$ cat src/cecr_pkg.sv
/*
 * Constants for the single-wire control bus receiver: register map,
 * field positions, reset values and timing in sampling-clock periods.
 * Assumes a 32-bit AXI4-Lite register bus and a sampling clock of 32.768 kHz.
 */
`default_nettype none

package cecr_pkg;

	// Register byte offsets
	localparam logic [7:0] OFS_FSSEL = 8'h00;
	localparam logic [7:0] OFS_EN    = 8'h04;
	localparam logic [7:0] OFS_SRST  = 8'h08;
	localparam logic [7:0] OFS_ADDR  = 8'h0c;
	localparam logic [7:0] OFS_RCTL1 = 8'h10;
	localparam logic [7:0] OFS_RCTL3 = 8'h14;
	localparam logic [7:0] OFS_FLAGS = 8'h18;
	localparam logic [7:0] OFS_RBUF  = 8'h1c;

	// receive_control_one fields
	localparam int HNC_LSB    = 0;
	localparam int LNC_LSB    = 2;
	localparam int MIN_LSB    = 5;
	localparam int MAX_LSB    = 8;
	localparam int DAT_LSB    = 11;
	localparam int ACKDIS_BIT = 14;
	localparam int IHLD_BIT   = 15;
	localparam int TOUT_LSB   = 16;

	// receive_flags bits
	localparam int F_END = 0;
	localparam int F_STA = 1;
	localparam int F_MAX = 2;
	localparam int F_MIN = 3;
	localparam int F_OR  = 5;

	// receive_buffer layout
	localparam int RB_EOM_BIT = 8;
	localparam int RB_ACK_BIT = 9;

	// Reset values
	localparam logic [31:0] RST_FSSEL = 32'h0000_0000;
	localparam logic [31:0] RST_ZERO  = 32'h0000_0000;

	// Timing, in periods of the sampling clock fs; SAMPLE_HZ in hertz, the two low times in microseconds
	localparam int SAMPLE_HZ    = 32768;
	localparam int CYC_MIN_FS   = 67;
	localparam int CYC_MAX_FS   = 90;
	localparam int DAT_BASE_FS  = 34;
	localparam int START_MIN_FS = 121;
	localparam int START_MAX_FS = 155;
	localparam int TOUT_UNIT_FS = 90;
	localparam int ACK_LOW_US   = 1526;
	localparam int ERR_LOW_US   = 3630;
	localparam int ACK_LOW_FS   = ACK_LOW_US * SAMPLE_HZ / 1000000;
	localparam int ERR_LOW_FS   = ERR_LOW_US * SAMPLE_HZ / 1000000;

	typedef enum logic [1:0] {
		ST_IDLE,
		ST_START,
		ST_BITS
	} cecr_state_t;

endpackage

`default_nettype wire

$ cat src/cecr_receiver.sv
/*
 * Receiver of a single-wire consumer-electronics control bus with its
 * AXI4-Lite register file, noise filter, bit timing, acknowledge drive
 * and error hold.
 * Assumes the line pin, the low-speed clock and the timer output are
 * synchronous levels at sys_clk; the open-drain line is resolved outside.
 */
// Chosen here: the placing of the registers and register access over AXI4-Lite.
// Notes on behaviour
// - Select bit 0 picks low-speed clock or timer
// - Line sampled by 32.768 kHz or timer output
// - Start sets flag; interrupt only when enabled
// - Full block stored with end and acknowledge
// - Stored acknowledge is the sampled line value
// - Blocks continue until end-of-message block finishes
// - Error interrupts, discards data, waits for start
// - Every set address bit is an own address
// - Broadcast always received; address 15 acknowledges it
// - Edges accepted after consecutive filtered sample counts
// - Filter sample count is field value plus one
// - Cycle limits 67 and 90, trimmed -4..+3
// - Bit decided at 34/fs, trimmed -8..+6 in steps of 2/fs
// - Header acked whenever its address bit is set, data unless inhibited
// - Acknowledge drives line low about 1.526 ms
// - Error hold defers max and overrun errors
// - Held error gives inverted acknowledge response
// - Held interrupt after acknowledge or timeout
// - Bit cycle measured between falling edges
// - Short cycle drives line low about 3.63 ms
`timescale 1ns/10ps
`default_nettype none

module cecr_receiver #(
	parameter int ADDR_W = 8
) (
	input  wire logic              sys_clk,       // System clock, 50 MHz
	input  wire logic              rst_n,         // Synchronous reset, active low
	input  wire logic              lsclk,         // Low-speed clock level
	input  wire logic              timer_output,  // Timer output level
	input  wire logic              cec_in,        // Line level seen at the pin
	output logic                   cec_out,       // Line drive value, always low
	output logic                   cec_oe,        // High while pulling the line low
	output logic                   irq_start,     // Start detected pulse
	output logic                   irq_rx,        // Byte received pulse
	output logic                   irq_err,       // Receive error pulse
	input  wire logic [ADDR_W-1:0] s_axi_awaddr,  // Write address
	input  wire logic              s_axi_awvalid, // Write address valid
	output logic                   s_axi_awready, // Write address ready
	input  wire logic [31:0]       s_axi_wdata,   // Write data
	input  wire logic [3:0]        s_axi_wstrb,   // Write byte strobes
	input  wire logic              s_axi_wvalid,  // Write data valid
	output logic                   s_axi_wready,  // Write data ready
	output logic [1:0]             s_axi_bresp,   // Write response
	output logic                   s_axi_bvalid,  // Write response valid
	input  wire logic              s_axi_bready,  // Write response ready
	input  wire logic [ADDR_W-1:0] s_axi_araddr,  // Read address
	input  wire logic              s_axi_arvalid, // Read address valid
	output logic                   s_axi_arready, // Read address ready
	output logic [31:0]            s_axi_rdata,   // Read data
	output logic [1:0]             s_axi_rresp,   // Read response
	output logic                   s_axi_rvalid,  // Read response valid
	input  wire logic              s_axi_rready   // Read response ready
);

	////////////////////////////////////////////////////////////////////////////
	// State

	typedef struct packed {
		// Bus slave
		logic                aw_have;
		logic [ADDR_W-1:0]   aw_addr;
		logic                w_have;
		logic [31:0]         w_data;
		logic [3:0]          w_strb;
		logic                bvalid;
		logic [1:0]          bresp;
		logic                rvalid;
		logic [1:0]          rresp;
		logic [31:0]         rdata;
		// Registers
		logic                fssel;
		logic                en;
		logic [15:0]         addr;
		logic [17:0]         rctl1;
		logic                sta_en;
		logic [5:0]          flags;
		logic [9:0]          rbuf;
		logic                rbuf_full;
		// Sampling and filter
		logic                clk_prev;
		logic                line_s1;
		logic                line_s2;
		logic                filt;
		logic [2:0]          fcnt;
		// Receiver
		cecr_pkg::cecr_state_t st;
		logic [8:0]          cnt;
		logic [3:0]          bidx;
		logic [7:0]          shreg;
		logic                end_of_message_bit;
		logic                header;
		logic [3:0]          dest;
		logic                hold;
		logic [6:0]          drv;
		logic                p_start;
		logic                p_rx;
		logic                p_err;
	} cecr_regs_t;

	cecr_regs_t s_q;
	cecr_regs_t s_d;

	function automatic logic [31:0] cecr_merge(input logic [31:0] old_v,
		input logic [31:0] new_v, input logic [3:0] strb);
		logic [31:0] r;
		r = old_v;
		for (int i = 0; i < 4; i++) begin
			if (strb[i]) begin
				r[i*8 +: 8] = new_v[i*8 +: 8];
			end
		end
		return r;
	endfunction

	////////////////////////////////////////////////////////////////////////////
	// Next state

	always_comb begin
		logic        tick;
		logic        clk_sel;
		logic [3:0]  need;
		logic        fall;
		logic [8:0]  min_lim;
		logic [8:0]  max_lim;
		logic [8:0]  dat_pt;
		logic [8:0]  tout_lim;
		logic        own;
		logic        ack_yes;
		logic        wr;
		logic        soft_rst;
		logic [5:0]  set_f;
		logic [5:0]  clr_f;
		logic [31:0] wv;
		logic [5:0]  ra;
		logic [5:0]  wa;
		logic        rd_buf;

		s_d      = s_q;
		set_f    = 6'h00;
		clr_f    = 6'h00;
		soft_rst = 1'b0;
		rd_buf   = 1'b0;
		wv       = 32'h0000_0000;
		s_d.p_start = 1'b0;
		s_d.p_rx    = 1'b0;
		s_d.p_err   = 1'b0;

		// Sampling tick on the chosen clock's rising edge
		clk_sel    = s_q.fssel ? timer_output : lsclk;
		s_d.clk_prev = clk_sel;
		tick       = clk_sel && !s_q.clk_prev;

		s_d.line_s1 = cec_in;
		s_d.line_s2 = s_q.line_s1;

		// Noise filter: flip after need consecutive opposite samples
		// Four bits wide so a field of 7 asks for 8 samples, not 0
		need = s_q.filt ? (4'(s_q.rctl1[cecr_pkg::LNC_LSB +: 3]) + 4'h1)
			: (4'(s_q.rctl1[cecr_pkg::HNC_LSB +: 2]) + 4'h1);
		fall = 1'b0;
		if (tick) begin
			if (s_q.line_s2 == s_q.filt) begin
				s_d.fcnt = 3'h0;
			end else if (4'(s_q.fcnt) + 4'h1 >= need) begin
				s_d.filt = s_q.line_s2;
				s_d.fcnt = 3'h0;
				fall     = s_q.filt;
			end else begin
				s_d.fcnt = s_q.fcnt + 3'h1;
			end
		end

		// Limits in sampling periods
		min_lim = 9'(cecr_pkg::CYC_MIN_FS)
			+ {{6{s_q.rctl1[cecr_pkg::MIN_LSB+2]}}, s_q.rctl1[cecr_pkg::MIN_LSB +: 3]};
		max_lim = 9'(cecr_pkg::CYC_MAX_FS)
			+ {{6{s_q.rctl1[cecr_pkg::MAX_LSB+2]}}, s_q.rctl1[cecr_pkg::MAX_LSB +: 3]};
		dat_pt  = 9'(cecr_pkg::DAT_BASE_FS)
			+ {{5{s_q.rctl1[cecr_pkg::DAT_LSB+2]}}, s_q.rctl1[cecr_pkg::DAT_LSB +: 3], 1'b0};
		tout_lim = 9'(cecr_pkg::TOUT_UNIT_FS
			* (int'(s_q.rctl1[cecr_pkg::TOUT_LSB +: 2]) + 1));

		own     = s_q.addr[s_q.dest] || (s_q.dest == 4'hf);
		ack_yes = s_q.addr[s_q.dest]
			&& (s_q.header || !s_q.rctl1[cecr_pkg::ACKDIS_BIT]);

		if (tick && s_q.drv != 7'h00) begin
			s_d.drv = s_q.drv - 7'h01;
		end
		if (tick && s_q.cnt != 9'h1ff) begin
			s_d.cnt = s_q.cnt + 9'h001;
		end

		////////////////////////////////////////////////////////////////////////
		// Receive sequencing

		case (s_q.st)
			cecr_pkg::ST_IDLE: begin
				if (fall && s_q.en) begin
					s_d.st  = cecr_pkg::ST_START;
					s_d.cnt = 9'h000;
				end
			end
			cecr_pkg::ST_START: begin
				if (fall) begin
					s_d.cnt = 9'h000;
					if (s_q.cnt >= 9'(cecr_pkg::START_MIN_FS)) begin
						set_f[cecr_pkg::F_STA] = 1'b1;
						s_d.p_start    = s_q.sta_en;
						s_d.st         = cecr_pkg::ST_BITS;
						s_d.bidx       = 4'h0;
						s_d.header     = 1'b1;
						s_d.hold       = 1'b0;
					end
				end else if (s_q.cnt > 9'(cecr_pkg::START_MAX_FS)) begin
					s_d.st = cecr_pkg::ST_IDLE;
				end
			end
			cecr_pkg::ST_BITS: begin
				if (fall) begin
					s_d.cnt = 9'h000;
					if (s_q.cnt < min_lim) begin
						// Not holdable: the line is claimed at once
						set_f[cecr_pkg::F_MIN] = 1'b1;
						s_d.p_err    = 1'b1;
						s_d.drv      = 7'(cecr_pkg::ERR_LOW_FS);
						s_d.st       = cecr_pkg::ST_IDLE;
					end else if (s_q.bidx == 4'h9) begin
						s_d.bidx   = 4'h0;
						s_d.header = 1'b0;
					end else begin
						s_d.bidx = s_q.bidx + 4'h1;
						// Edge already confirmed by the low filter
						if (s_q.bidx == 4'h8 && (ack_yes != s_q.hold)) begin
							s_d.drv = 7'(cecr_pkg::ACK_LOW_FS);
						end
					end
				end else if (tick && s_q.cnt == dat_pt) begin
					if (s_q.bidx < 4'h8) begin
						s_d.shreg = {s_q.shreg[6:0], s_q.filt};
						if (s_q.bidx == 4'h7 && s_q.header) begin
							s_d.dest = {s_q.shreg[2:0], s_q.filt};
						end
					end else if (s_q.bidx == 4'h8) begin
						s_d.end_of_message_bit = s_q.filt;
					end else if (s_q.hold) begin
						s_d.p_err = 1'b1;
						s_d.st    = cecr_pkg::ST_IDLE;
					end else if (!own) begin
						s_d.st = cecr_pkg::ST_IDLE;
					end else if (s_q.rbuf_full) begin
						set_f[cecr_pkg::F_OR] = 1'b1;
						if (s_q.rctl1[cecr_pkg::IHLD_BIT]) begin
							s_d.hold = 1'b1;
						end else begin
							s_d.p_err = 1'b1;
							s_d.st    = cecr_pkg::ST_IDLE;
						end
					end else begin
						s_d.rbuf      = {s_q.filt, s_q.end_of_message_bit, s_q.shreg};
						s_d.rbuf_full = 1'b1;
						set_f[cecr_pkg::F_END] = 1'b1;
						s_d.p_rx      = 1'b1;
						if (s_q.end_of_message_bit) begin
							s_d.st = cecr_pkg::ST_IDLE;
						end
					end
				end else if (tick && !s_q.hold && s_q.cnt == max_lim + 9'h001) begin
					set_f[cecr_pkg::F_MAX] = 1'b1;
					if (s_q.rctl1[cecr_pkg::IHLD_BIT]) begin
						s_d.hold = 1'b1;
					end else begin
						s_d.p_err = 1'b1;
						s_d.st    = cecr_pkg::ST_IDLE;
					end
				end else if (tick && s_q.hold && s_q.cnt == tout_lim) begin
					s_d.p_err = 1'b1;
					s_d.st    = cecr_pkg::ST_IDLE;
				end
			end
			default: begin
				s_d.st = cecr_pkg::ST_IDLE;
			end
		endcase

		if (!s_q.en) begin
			s_d.st   = cecr_pkg::ST_IDLE;
			s_d.drv  = 7'h00;
			s_d.hold = 1'b0;
		end

		////////////////////////////////////////////////////////////////////////
		// AXI4-Lite slave

		if (s_axi_awvalid && !s_q.aw_have) begin
			s_d.aw_have = 1'b1;
			s_d.aw_addr = s_axi_awaddr;
		end
		if (s_axi_wvalid && !s_q.w_have) begin
			s_d.w_have = 1'b1;
			s_d.w_data = s_axi_wdata;
			s_d.w_strb = s_axi_wstrb;
		end
		if (s_q.bvalid && s_axi_bready) begin
			s_d.bvalid = 1'b0;
		end

		wa = s_q.aw_addr[7:2];
		wr = s_q.aw_have && s_q.w_have && !s_q.bvalid;
		if (wr) begin
			s_d.aw_have = 1'b0;
			s_d.w_have  = 1'b0;
			s_d.bvalid  = 1'b1;
			s_d.bresp   = 2'h0;
			case ({wa, 2'b00})
				cecr_pkg::OFS_FSSEL: begin
					wv = cecr_merge({31'h0, s_q.fssel}, s_q.w_data, s_q.w_strb);
					s_d.fssel = wv[0];
				end
				cecr_pkg::OFS_EN: begin
					wv = cecr_merge({31'h0, s_q.en}, s_q.w_data, s_q.w_strb);
					s_d.en = wv[0];
				end
				cecr_pkg::OFS_SRST: begin
					wv = cecr_merge(32'h0, s_q.w_data, s_q.w_strb);
					soft_rst = wv[0];
				end
				cecr_pkg::OFS_ADDR: begin
					wv = cecr_merge({16'h0, s_q.addr}, s_q.w_data, s_q.w_strb);
					s_d.addr = wv[15:0];
				end
				cecr_pkg::OFS_RCTL1: begin
					wv = cecr_merge({14'h0, s_q.rctl1}, s_q.w_data, s_q.w_strb);
					s_d.rctl1 = wv[17:0];
				end
				cecr_pkg::OFS_RCTL3: begin
					wv = cecr_merge({31'h0, s_q.sta_en}, s_q.w_data, s_q.w_strb);
					s_d.sta_en = wv[0];
				end
				cecr_pkg::OFS_FLAGS: begin
					wv = cecr_merge(32'h0, s_q.w_data, s_q.w_strb);
					clr_f = wv[5:0];
				end
				cecr_pkg::OFS_RBUF: begin
				end
				default: begin
					s_d.bresp = 2'h2;
				end
			endcase
		end

		if (s_q.rvalid && s_axi_rready) begin
			s_d.rvalid = 1'b0;
		end
		ra = s_axi_araddr[7:2];
		if (s_axi_arvalid && !s_q.rvalid) begin
			s_d.rvalid = 1'b1;
			s_d.rresp  = 2'h0;
			case ({ra, 2'b00})
				cecr_pkg::OFS_FSSEL: s_d.rdata = {31'h0, s_q.fssel};
				cecr_pkg::OFS_EN:    s_d.rdata = {31'h0, s_q.en};
				cecr_pkg::OFS_SRST:  s_d.rdata = 32'h0000_0000;
				cecr_pkg::OFS_ADDR:  s_d.rdata = {16'h0, s_q.addr};
				cecr_pkg::OFS_RCTL1: s_d.rdata = {14'h0, s_q.rctl1};
				cecr_pkg::OFS_RCTL3: s_d.rdata = {31'h0, s_q.sta_en};
				cecr_pkg::OFS_FLAGS: s_d.rdata = {26'h0, s_q.flags};
				cecr_pkg::OFS_RBUF: begin
					s_d.rdata = {22'h0, s_q.rbuf};
					rd_buf    = 1'b1;
				end
				default: begin
					s_d.rdata = 32'h0000_0000;
					s_d.rresp = 2'h2;
				end
			endcase
		end

		// Hardware set wins over a clear in the same cycle
		s_d.flags = (s_q.flags & ~clr_f) | set_f;
		if (rd_buf && !(set_f[cecr_pkg::F_END])) begin
			s_d.rbuf_full = 1'b0;
		end

		if (soft_rst) begin
			s_d.fssel     = cecr_pkg::RST_FSSEL[0];
			s_d.en        = 1'b0;
			s_d.addr      = cecr_pkg::RST_ZERO[15:0];
			s_d.rctl1     = cecr_pkg::RST_ZERO[17:0];
			s_d.sta_en    = 1'b0;
			s_d.flags     = cecr_pkg::RST_ZERO[5:0];
			s_d.rbuf      = cecr_pkg::RST_ZERO[9:0];
			s_d.rbuf_full = 1'b0;
			s_d.st        = cecr_pkg::ST_IDLE;
			s_d.drv       = 7'h00;
			s_d.hold      = 1'b0;
		end
	end

	////////////////////////////////////////////////////////////////////////////
	// Registers

	always_ff @(posedge sys_clk) begin
		if (!rst_n) begin
			s_q       <= '0;
			s_q.filt  <= 1'b1;
			s_q.st    <= cecr_pkg::ST_IDLE;
			s_q.fssel <= cecr_pkg::RST_FSSEL[0];
			// Idle line level, so no false fall right after reset
			s_q.line_s1 <= 1'b1;
			s_q.line_s2 <= 1'b1;
		end else begin
			s_q <= s_d;
		end
	end

	assign cec_out       = 1'b0;
	assign cec_oe        = (s_q.drv != 7'h00);
	assign irq_start     = s_q.p_start;
	assign irq_rx        = s_q.p_rx;
	assign irq_err       = s_q.p_err;
	assign s_axi_awready = !s_q.aw_have;
	assign s_axi_wready  = !s_q.w_have;
	assign s_axi_bvalid  = s_q.bvalid;
	assign s_axi_bresp   = s_q.bresp;
	assign s_axi_arready = !s_q.rvalid;
	assign s_axi_rvalid  = s_q.rvalid;
	assign s_axi_rdata   = s_q.rdata;
	assign s_axi_rresp   = s_q.rresp;

endmodule // cecr_receiver

`default_nettype wire

$ cat config.mk
export PLATFORM = sky130hd
export DESIGN_NAME = cecr_receiver
export DESIGN_NICKNAME = d
export VERILOG_FILES = /design/src/cecr_pkg.sv /design/src/cecr_receiver.sv
export SDC_FILE = /design/constraint.sdc
export NUM_CORES = 1
export LEC_CHECK = 0
export BUFFER_PORTS_ARGS = -buffer_cell sky130_fd_sc_hd__buf_2
export CAP_MARGIN = 10
export CORE_MARGIN = 10
export CORE_UTILIZATION = 45
export CTS_CLUSTER_DIAMETER = 40
export DETAILED_ROUTE_END_ITERATION = 8
export PLACE_DENSITY = 0.71
export SKIP_CTS_REPAIR_TIMING = 1
export SYNTH_ARGS = -nofsm -noshare
export SYNTH_HDL_FRONTEND = slang
export SYNTH_SLANG_ARGS = --single-unit
$ cat constraint.sdc
create_clock -name sys_clk -period 7.85 [get_ports sys_clk]
set_input_delay 1.57 -clock sys_clk [delete_from_list [all_inputs] [get_ports sys_clk]]
set_output_delay 1.57 -clock sys_clk [all_outputs]
set_load 0.03 [all_outputs]
==> results.md, run 1 <==
* Leakage at 0.00323 uW
* Peak fanout along the critical path at 15
* Initial Utilization at 45.7%
* Critical path depth at 8
* # IOs at 108
* Fmax at 257 MHz
* Row cnt at 47
* Net count, final at 1012
* GR Util All Layers at 16.8%
* Post-route minimum period at 3.89 ns
* Fillcell total at 1611
* Mapped Cells at 896
* #FFs+latches synth at 152
* DR pass1 iterations at 5
* Critical Path End Type: flip-flop
* WL met3 at 1380 um
* Synthesized area at 7550 um^2
* TritonCTS buffer count at 17
* CP top delay family: simple AND/OR/NAND/NOR gates
* Worst hold slack at 0.408 ns
* Final Max Tran Viols at 0
* Vias in the first global route at 5734
* Reg-to-reg setup timing slack at 4.27 ns
* Count of flip-flops with a built-in enable after synthesis at 0
* Most frequent cells in the layout: dfxtp_1 (152), nor2_1 (124), nand2_1 (107), a21oi_1 (88), buf_2 (71)
* Wire length on met1 at 9050 um
* Mean Syn Cell Area at 8.42 um^2
* CP Launch Type: input port
* Main synth FF type: dfxtp_1
* DR vias at 6257
* Initial antenna violation count at 0
* Master of the slowest instance on the critical path: nand4_1
* Power Density at 205 nW/um^2
* Synth top area share at 40.3%
* CTS Buffer Depth at 2
* Core footprint at 16500 um^2
* Final Setup Violations at 0
* Finished Layout Cells at 1156
* Largest stage delay, worst path at 0.62 ns
* Clock Tree Root: clkbuf_16
* Crit Reg-Reg Startpoint: s_q[43]
* Critical Path AT at 4.21 ns
* Hpwl dp at 13600 um
* 1st-iter DRT viols at 637
* R2R cell count at 9
* Number of vias per cell at 5.41
* Yosys warns at 0
* Largest net degree at the start of global routing at 54
* Clock Skew at 0.00810 ns
* Ys async rst share at 0%
* Total negative slack at 0 ns
* Most frequent CP cell: nor2_1
* Die Width at 150 um
* Hold Crit Class: reg -> reg
* Worst slew margin at 29.9%
* GR Overflow Total at 0
* CP startpoint: timer_output
* WL/cell at 16.3 um
* Most common cell after layout, fill and taps aside: dfxtp_1
* WS Path Type: in -> reg
* Cell taking the most area after synthesis: dfxtp_1
* Multi-input logic area at 3990 um^2
* Final period utilization at 49.5%
* DRC violations left at 0
* Worst-path cell chain: buf_2 -> mux2i_1 -> nor2_1 -> nand4_1 -> nand2b_1 -> nor3_1 -> nor2_1 -> and3_1
* Insertion delay to the later sink of the worst-skew pair at 0.43 ns
* RR Endpoint: s_q[48]
* Share of layout cells above drive strength 1 at 13.7%
* Register area share after synthesis at 40.3%
* Max_cap viols at 0
* CP bufs+invs at 1
* Clock Pin Slew Worst Setup and Hold Paths at 0.06 ns
* Peak VDD IR at 0.000178 V
* WP data required at 8.17 ns
* Syn-to-layout area delta at 11.3%
* RSZ-0062 raised after global routing: false
* Top sig layer: met4
* Netlist cell types at 66
* Sink Count at 152
* Final hold vios at 0
* Crit path to: s_q[3]
* Routed met2 length at 8220 um
* Leading post-synthesis cells by cell area: dfxtp_1 (40%), mux2i_1 (7.0%), nor2_1 (6.2%)
* Die area at 22400 um^2
* Gpl congestion at 0.903
* Register Area at 3040 um^2
* Total number of H-tree levels at 4
* DIE HEIGHT at 150 um
* Worst-Margin Slew at 1.05 ns
* PortBufs at 71
* CTS tree: yes
* Antenna Nets Post-Route at 0
* WL final at 18900 um
* First-pass GRT wire length at 30200 um
* Status: completed
* DP Cell Count at 1123
* # diodes at 0
==> how the worst min path moves through the flow <==
stage                 start       to  slack, ns  cells after the start
detailed placement  s_d[44]  s_q[44]       0.40                      1
global placement    s_d[44]  s_q[44]       0.39                      1
finish              s_d[44]  s_q[44]       0.41                      1
global route        s_d[44]  s_q[44]       0.42                      1
floorplan           s_d[44]  s_q[44]       0.39                      1
CTS                 s_d[44]  s_q[44]       0.41                      1
==> per-stage QoR <==
step / power, uW / area (um^2) / utilization, % / setup slack (ns)
after detailed placement: 911 / 7800 / 47.2 / 3.52
after floorplan: 889 / 7610 / - / 4.54
after global routing: 1780 / 8400 / 50.8 / 3.77
final: 1720 / 8400 / 50.8 / 3.96
after CTS: 1730 / 8390 / 50.8 / 3.97
after global placement: 908 / 7800 / 47.2 / 3.57
==> flip-flops by register name, summed over array words and instances, names as in the netlist <==
signal / flops
s_q: 126
s_axi_rresp: 1
s_axi_rvalid: 1
irq_start: 1
irq_rx: 1
s_axi_bvalid: 1
irq_err: 1
s_axi_rdata: 18
s_axi_bresp: 1
s_d: 1
==> cells by family after synthesis <==
kind of cell,synth area share (%)
and+or+nand+nor,21.8
AOI/OAI and AO/OA,13.6
buffers and inverters,7.86
other,0.0497
muxes,8.32
adders and majority gates,4.48
xor gates and xnor gates,3.56
DFF,40.3
==> per-layer routing <==
layer / vias to the layer above / GRT usage (%)
met5: - / 0
met1: 2928 / 23.7
met2: 208 / 24.5
met4: 0 / 5.15
met3: 19 / 4.05
li1: 3102 / -
==> layout make-up <==
class / instances / share of cell area [%]
flip-flops and latches: 152 / 36.2
inverters: 23 / 1.03
clock inverters: 12 / 1.77
repair buffers: 78 / 4.85
well taps: 220 / 3.28
multi-input cells: 651 / 47.5
clock buffers: 20 / 5.32
==> worst reg2reg max path: stages, from the launching register on <==
cell	delay (ns)
dfxtp_1	0.65
mux2i_1	0.25
ha_1	0.24
nand2b_1	0.15
a2111o_1	0.45
nand4_1	0.50
nand3_2	0.31
or4_4	0.63
mux2i_1	0.21
nor2_1	0.06
==> Yosys cell counts, types with 3 or more instances <==
library cell  number
nand3b_1           3
nand3_1           35
clkbuf_1          38
o21ai_0           23
a21oi_1           88
nand2b_1          10
xor2_1            12
mux2i_1           53
nor4_1             7
a222oi_1           4
inv_1             22
and3_1             6
or2_2              3
nand4_1            6
xnor2_1           16
nor2_1           124
nand2_1          107
or3_1              4
nor3b_1            5
nor2b_1            9
or4_1              3
dfxtp_1          152
and4_1             3
a22oi_1           18
buf_4             41
nor3_1            16
ha_1              27
o211ai_1           6
buf_2              3
a211oi_1           5
==> where the power goes <==
part	internal (uW)	switching, uW
Combinational	28.6	62.2
Sequential	785	19.2
Clock	507	323
Power figures use the tool's default switching activity.
==> inputs of run 2 (changes only) <==
--- a/config.mk
+++ b/config.mk
@@ -11,7 +11,7 @@
 export CORE_UTILIZATION = 45
 export CTS_CLUSTER_DIAMETER = 40
 export DETAILED_ROUTE_END_ITERATION = 8
-export PLACE_DENSITY = 0.71
+export PLACE_DENSITY = 0.74
 export SKIP_CTS_REPAIR_TIMING = 1
 export SYNTH_ARGS = -nofsm -noshare
 export SYNTH_HDL_FRONTEND = slang
==> constraint.sdc (replaced) <==
create_clock -name sys_clk -period 3.2 [get_ports sys_clk]
set_input_delay 0.64 -clock sys_clk [delete_from_list [all_inputs] [get_ports sys_clk]]
set_output_delay 0.64 -clock sys_clk [all_outputs]
set_load 0.03 [all_outputs]
==> run 2 against run 1 <==
Net effect: non-clock buffer count increased by 21; utilization rose by 1.4 points; highest routed layer unchanged; largest power group unchanged; sequential share of layout area decreased by 1.0 points; clock-buffer cell count unchanged; via count grew 1.4%; first-iteration DRC count fell by 5.2%; die area is the same; clock skew down 0.0021 ns; sequential cell count unchanged; largest cell class unchanged; sequential power rose by 150%; clock power rose to 2.7 times the previous value.
==> results.md, run 2 (same netlist as run 1, synthesis figures left out) <==
* Status: completed
* # IOs at 108
* DIE HEIGHT at 150 um
* Clock Tree Root: clkbuf_16
* Clk pwr share at 50.8%
* Max_cap viols at 0
* DR pass1 iterations at 5
* CTS Buffer Depth at 2
* Internal power at 3500 uW
* Critical path depth at 9
* Largest stage delay, worst path at 0.61 ns
* WL/cell at 16.5 um
* R2R cell count at 9
* Leakage at 0.00337 uW
* Worst slew margin at 55.2%
* DRC violations left at 0
* WL final at 19400 um
* WP data required at 3.49 ns
* CP bufs+invs at 0
* Largest register by flop count: s_q
* Antenna Nets Post-Route at 0
* Number of vias per cell at 5.39
* Hold Crit Class: in -> reg
* Peak fanout along the critical path at 12
* Final period utilization at 92.3%
* CP Launch Type: flip-flop
* Initial antenna violation count at 0
* Hpwl dp at 14300 um
* Total negative slack at 0 ns
* Gpl congestion at 0.926
* Master of the slowest instance on the critical path: or4_4
* Largest net degree at the start of global routing at 52
* Total number of H-tree levels at 4
* Utilization after layout at 52.3%
* Worst-Margin Slew at 0.668 ns
* Power Density at 519 nW/um^2
* Share of layout cells above drive strength 1 at 15.7%
* Die Width at 150 um
* Power share of the combinational group at 5.3%
* First-pass GRT wire length at 31700 um
* WS Path Type: reg -> reg
* Number of flip-flops in the largest register at 126
* PortBufs at 71
* Fillcell total at 1546
* Net count, final at 1033
* Die area at 22400 um^2
* Fmax at 339 MHz
* Syn-to-layout area delta at 14.5%
* Final hold vios at 0
* CTS tree: yes
* Post-route minimum period at 2.95 ns
* RR Endpoint: s_q[49]
* GR Util All Layers at 17.6%
* Switch Pwr at 983 uW
* Sink Count at 152
* Peak VDD IR at 0.000367 V
* DR vias at 6344
* 1st-iter DRT viols at 604
* GR Overflow Total at 0
* Clock Skew at 0.00603 ns
* Final WS setup at 0.247 ns
* Vias in the first global route at 6112
* Final Setup Violations at 0
* Crit path to: s_q[49]
* Row cnt at 47
* Critical Path AT at 3.24 ns
* RSZ-0062 raised after global routing: false
* Core footprint at 16500 um^2
* DP Worst Slack at 0.310 ns
* Reg-to-reg setup timing slack at 0.25 ns
* TritonCTS buffer count at 17
* Clock Pin Slew Worst Setup and Hold Paths at 0.06 ns
* Most frequent cells in the layout: dfxtp_1 (152), nor2_1 (124), nand2_1 (107), a21oi_1 (88), buf_2 (71)
* Final Max Tran Viols at 0
* CP top delay family: simple AND/OR/NAND/NOR gates
* Register share of total power at 43.8%
* CP startpoint: s_q[67]
* Worst-path cell chain: ha_1 -> mux2i_1 -> ha_1 -> a2111o_1 -> nand4_1 -> nand3_2 -> or4_4 -> mux2i_1 -> nor2_1
* # diodes at 0
* Crit Reg-Reg Startpoint: s_q[67]
* Insertion delay to the later sink of the worst-skew pair at 0.43 ns
* Critical Path End Type: flip-flop
* Net Sw Frac at 21.9%
* Most common cell after layout, fill and taps aside: dfxtp_1
* Initial Utilization at 45.7%
-- run 2: cell count changes in the layout (fill, tap and decap cells not counted) --
cell        previous run  this run
buf_4                  7        28
bufinv_16              3         6
clkbuf_1               2         1
clkbuf_8               1         2
clkinv_2               5         3
clkinv_4               2         0
clkinvlp_4             1         2
-- run 2: area by class of cell --
cell class                 instances  area [um^2]  share of cell area (%)
tap                              220          275                    3.19
inverter                          23         86.3                   0.999
sequential                       152         3040                    35.2
clock inverter                    12          219                    2.53
timing repair buffer              99          566                    6.55
clock buffer                      20          457                    5.29
multi-input combinational        651         3990                    46.2
-- run 2: metal layers --
| metal | GRT usage [%] | part of all wire, % |
|---|---|---|
| met1 | 23.7 | 46 |
| met2 | 26.5 | 44 |
| met3 | 5.16 | 8.6 |
| met4 | 5.25 | 1.3 |
| met5 | 0 | 0 |
-- run 2: how the worst min path moves through the flow --
stage,from,end,slack [ns],cells after the start
4_1_cts,cec_in,s_d[44],0.38,2
6_report,cec_in,s_d[44],0.39,2
2_1_floorplan,s_d[44],s_q[44],0.39,1
3_5_place_dp,s_d[44],s_q[44],0.39,1
3_3_place_gp,s_d[44],s_q[44],0.39,1
5_1_grt,s_axi_rready,s_axi_rvalid,0.40,2
-- run 2: metrics by stage --
step	hold WS, ns	cells	cell area (um^2)	total power [uW]
2_1_floorplan	0.386	912	7610	2180
3_3_place_gp	0.388	1145	7960	2240
3_5_place_dp	0.391	1145	7960	2240
4_1_cts	0.376	1177	8640	4510
5_1_grt	0.399	1177	8640	4620
6_report	0.388	1177	8640	4490
-- run 2: power by group through the flow --
stage               logic, uW  registers [uW]  clock network, uW
floorplan                 191            1990                  0
global placement          234            2010                  0
detailed placement        236            2010                  0
CTS                       238            1970               2300
global route              267            1970               2380
finish                    238            1970               2280
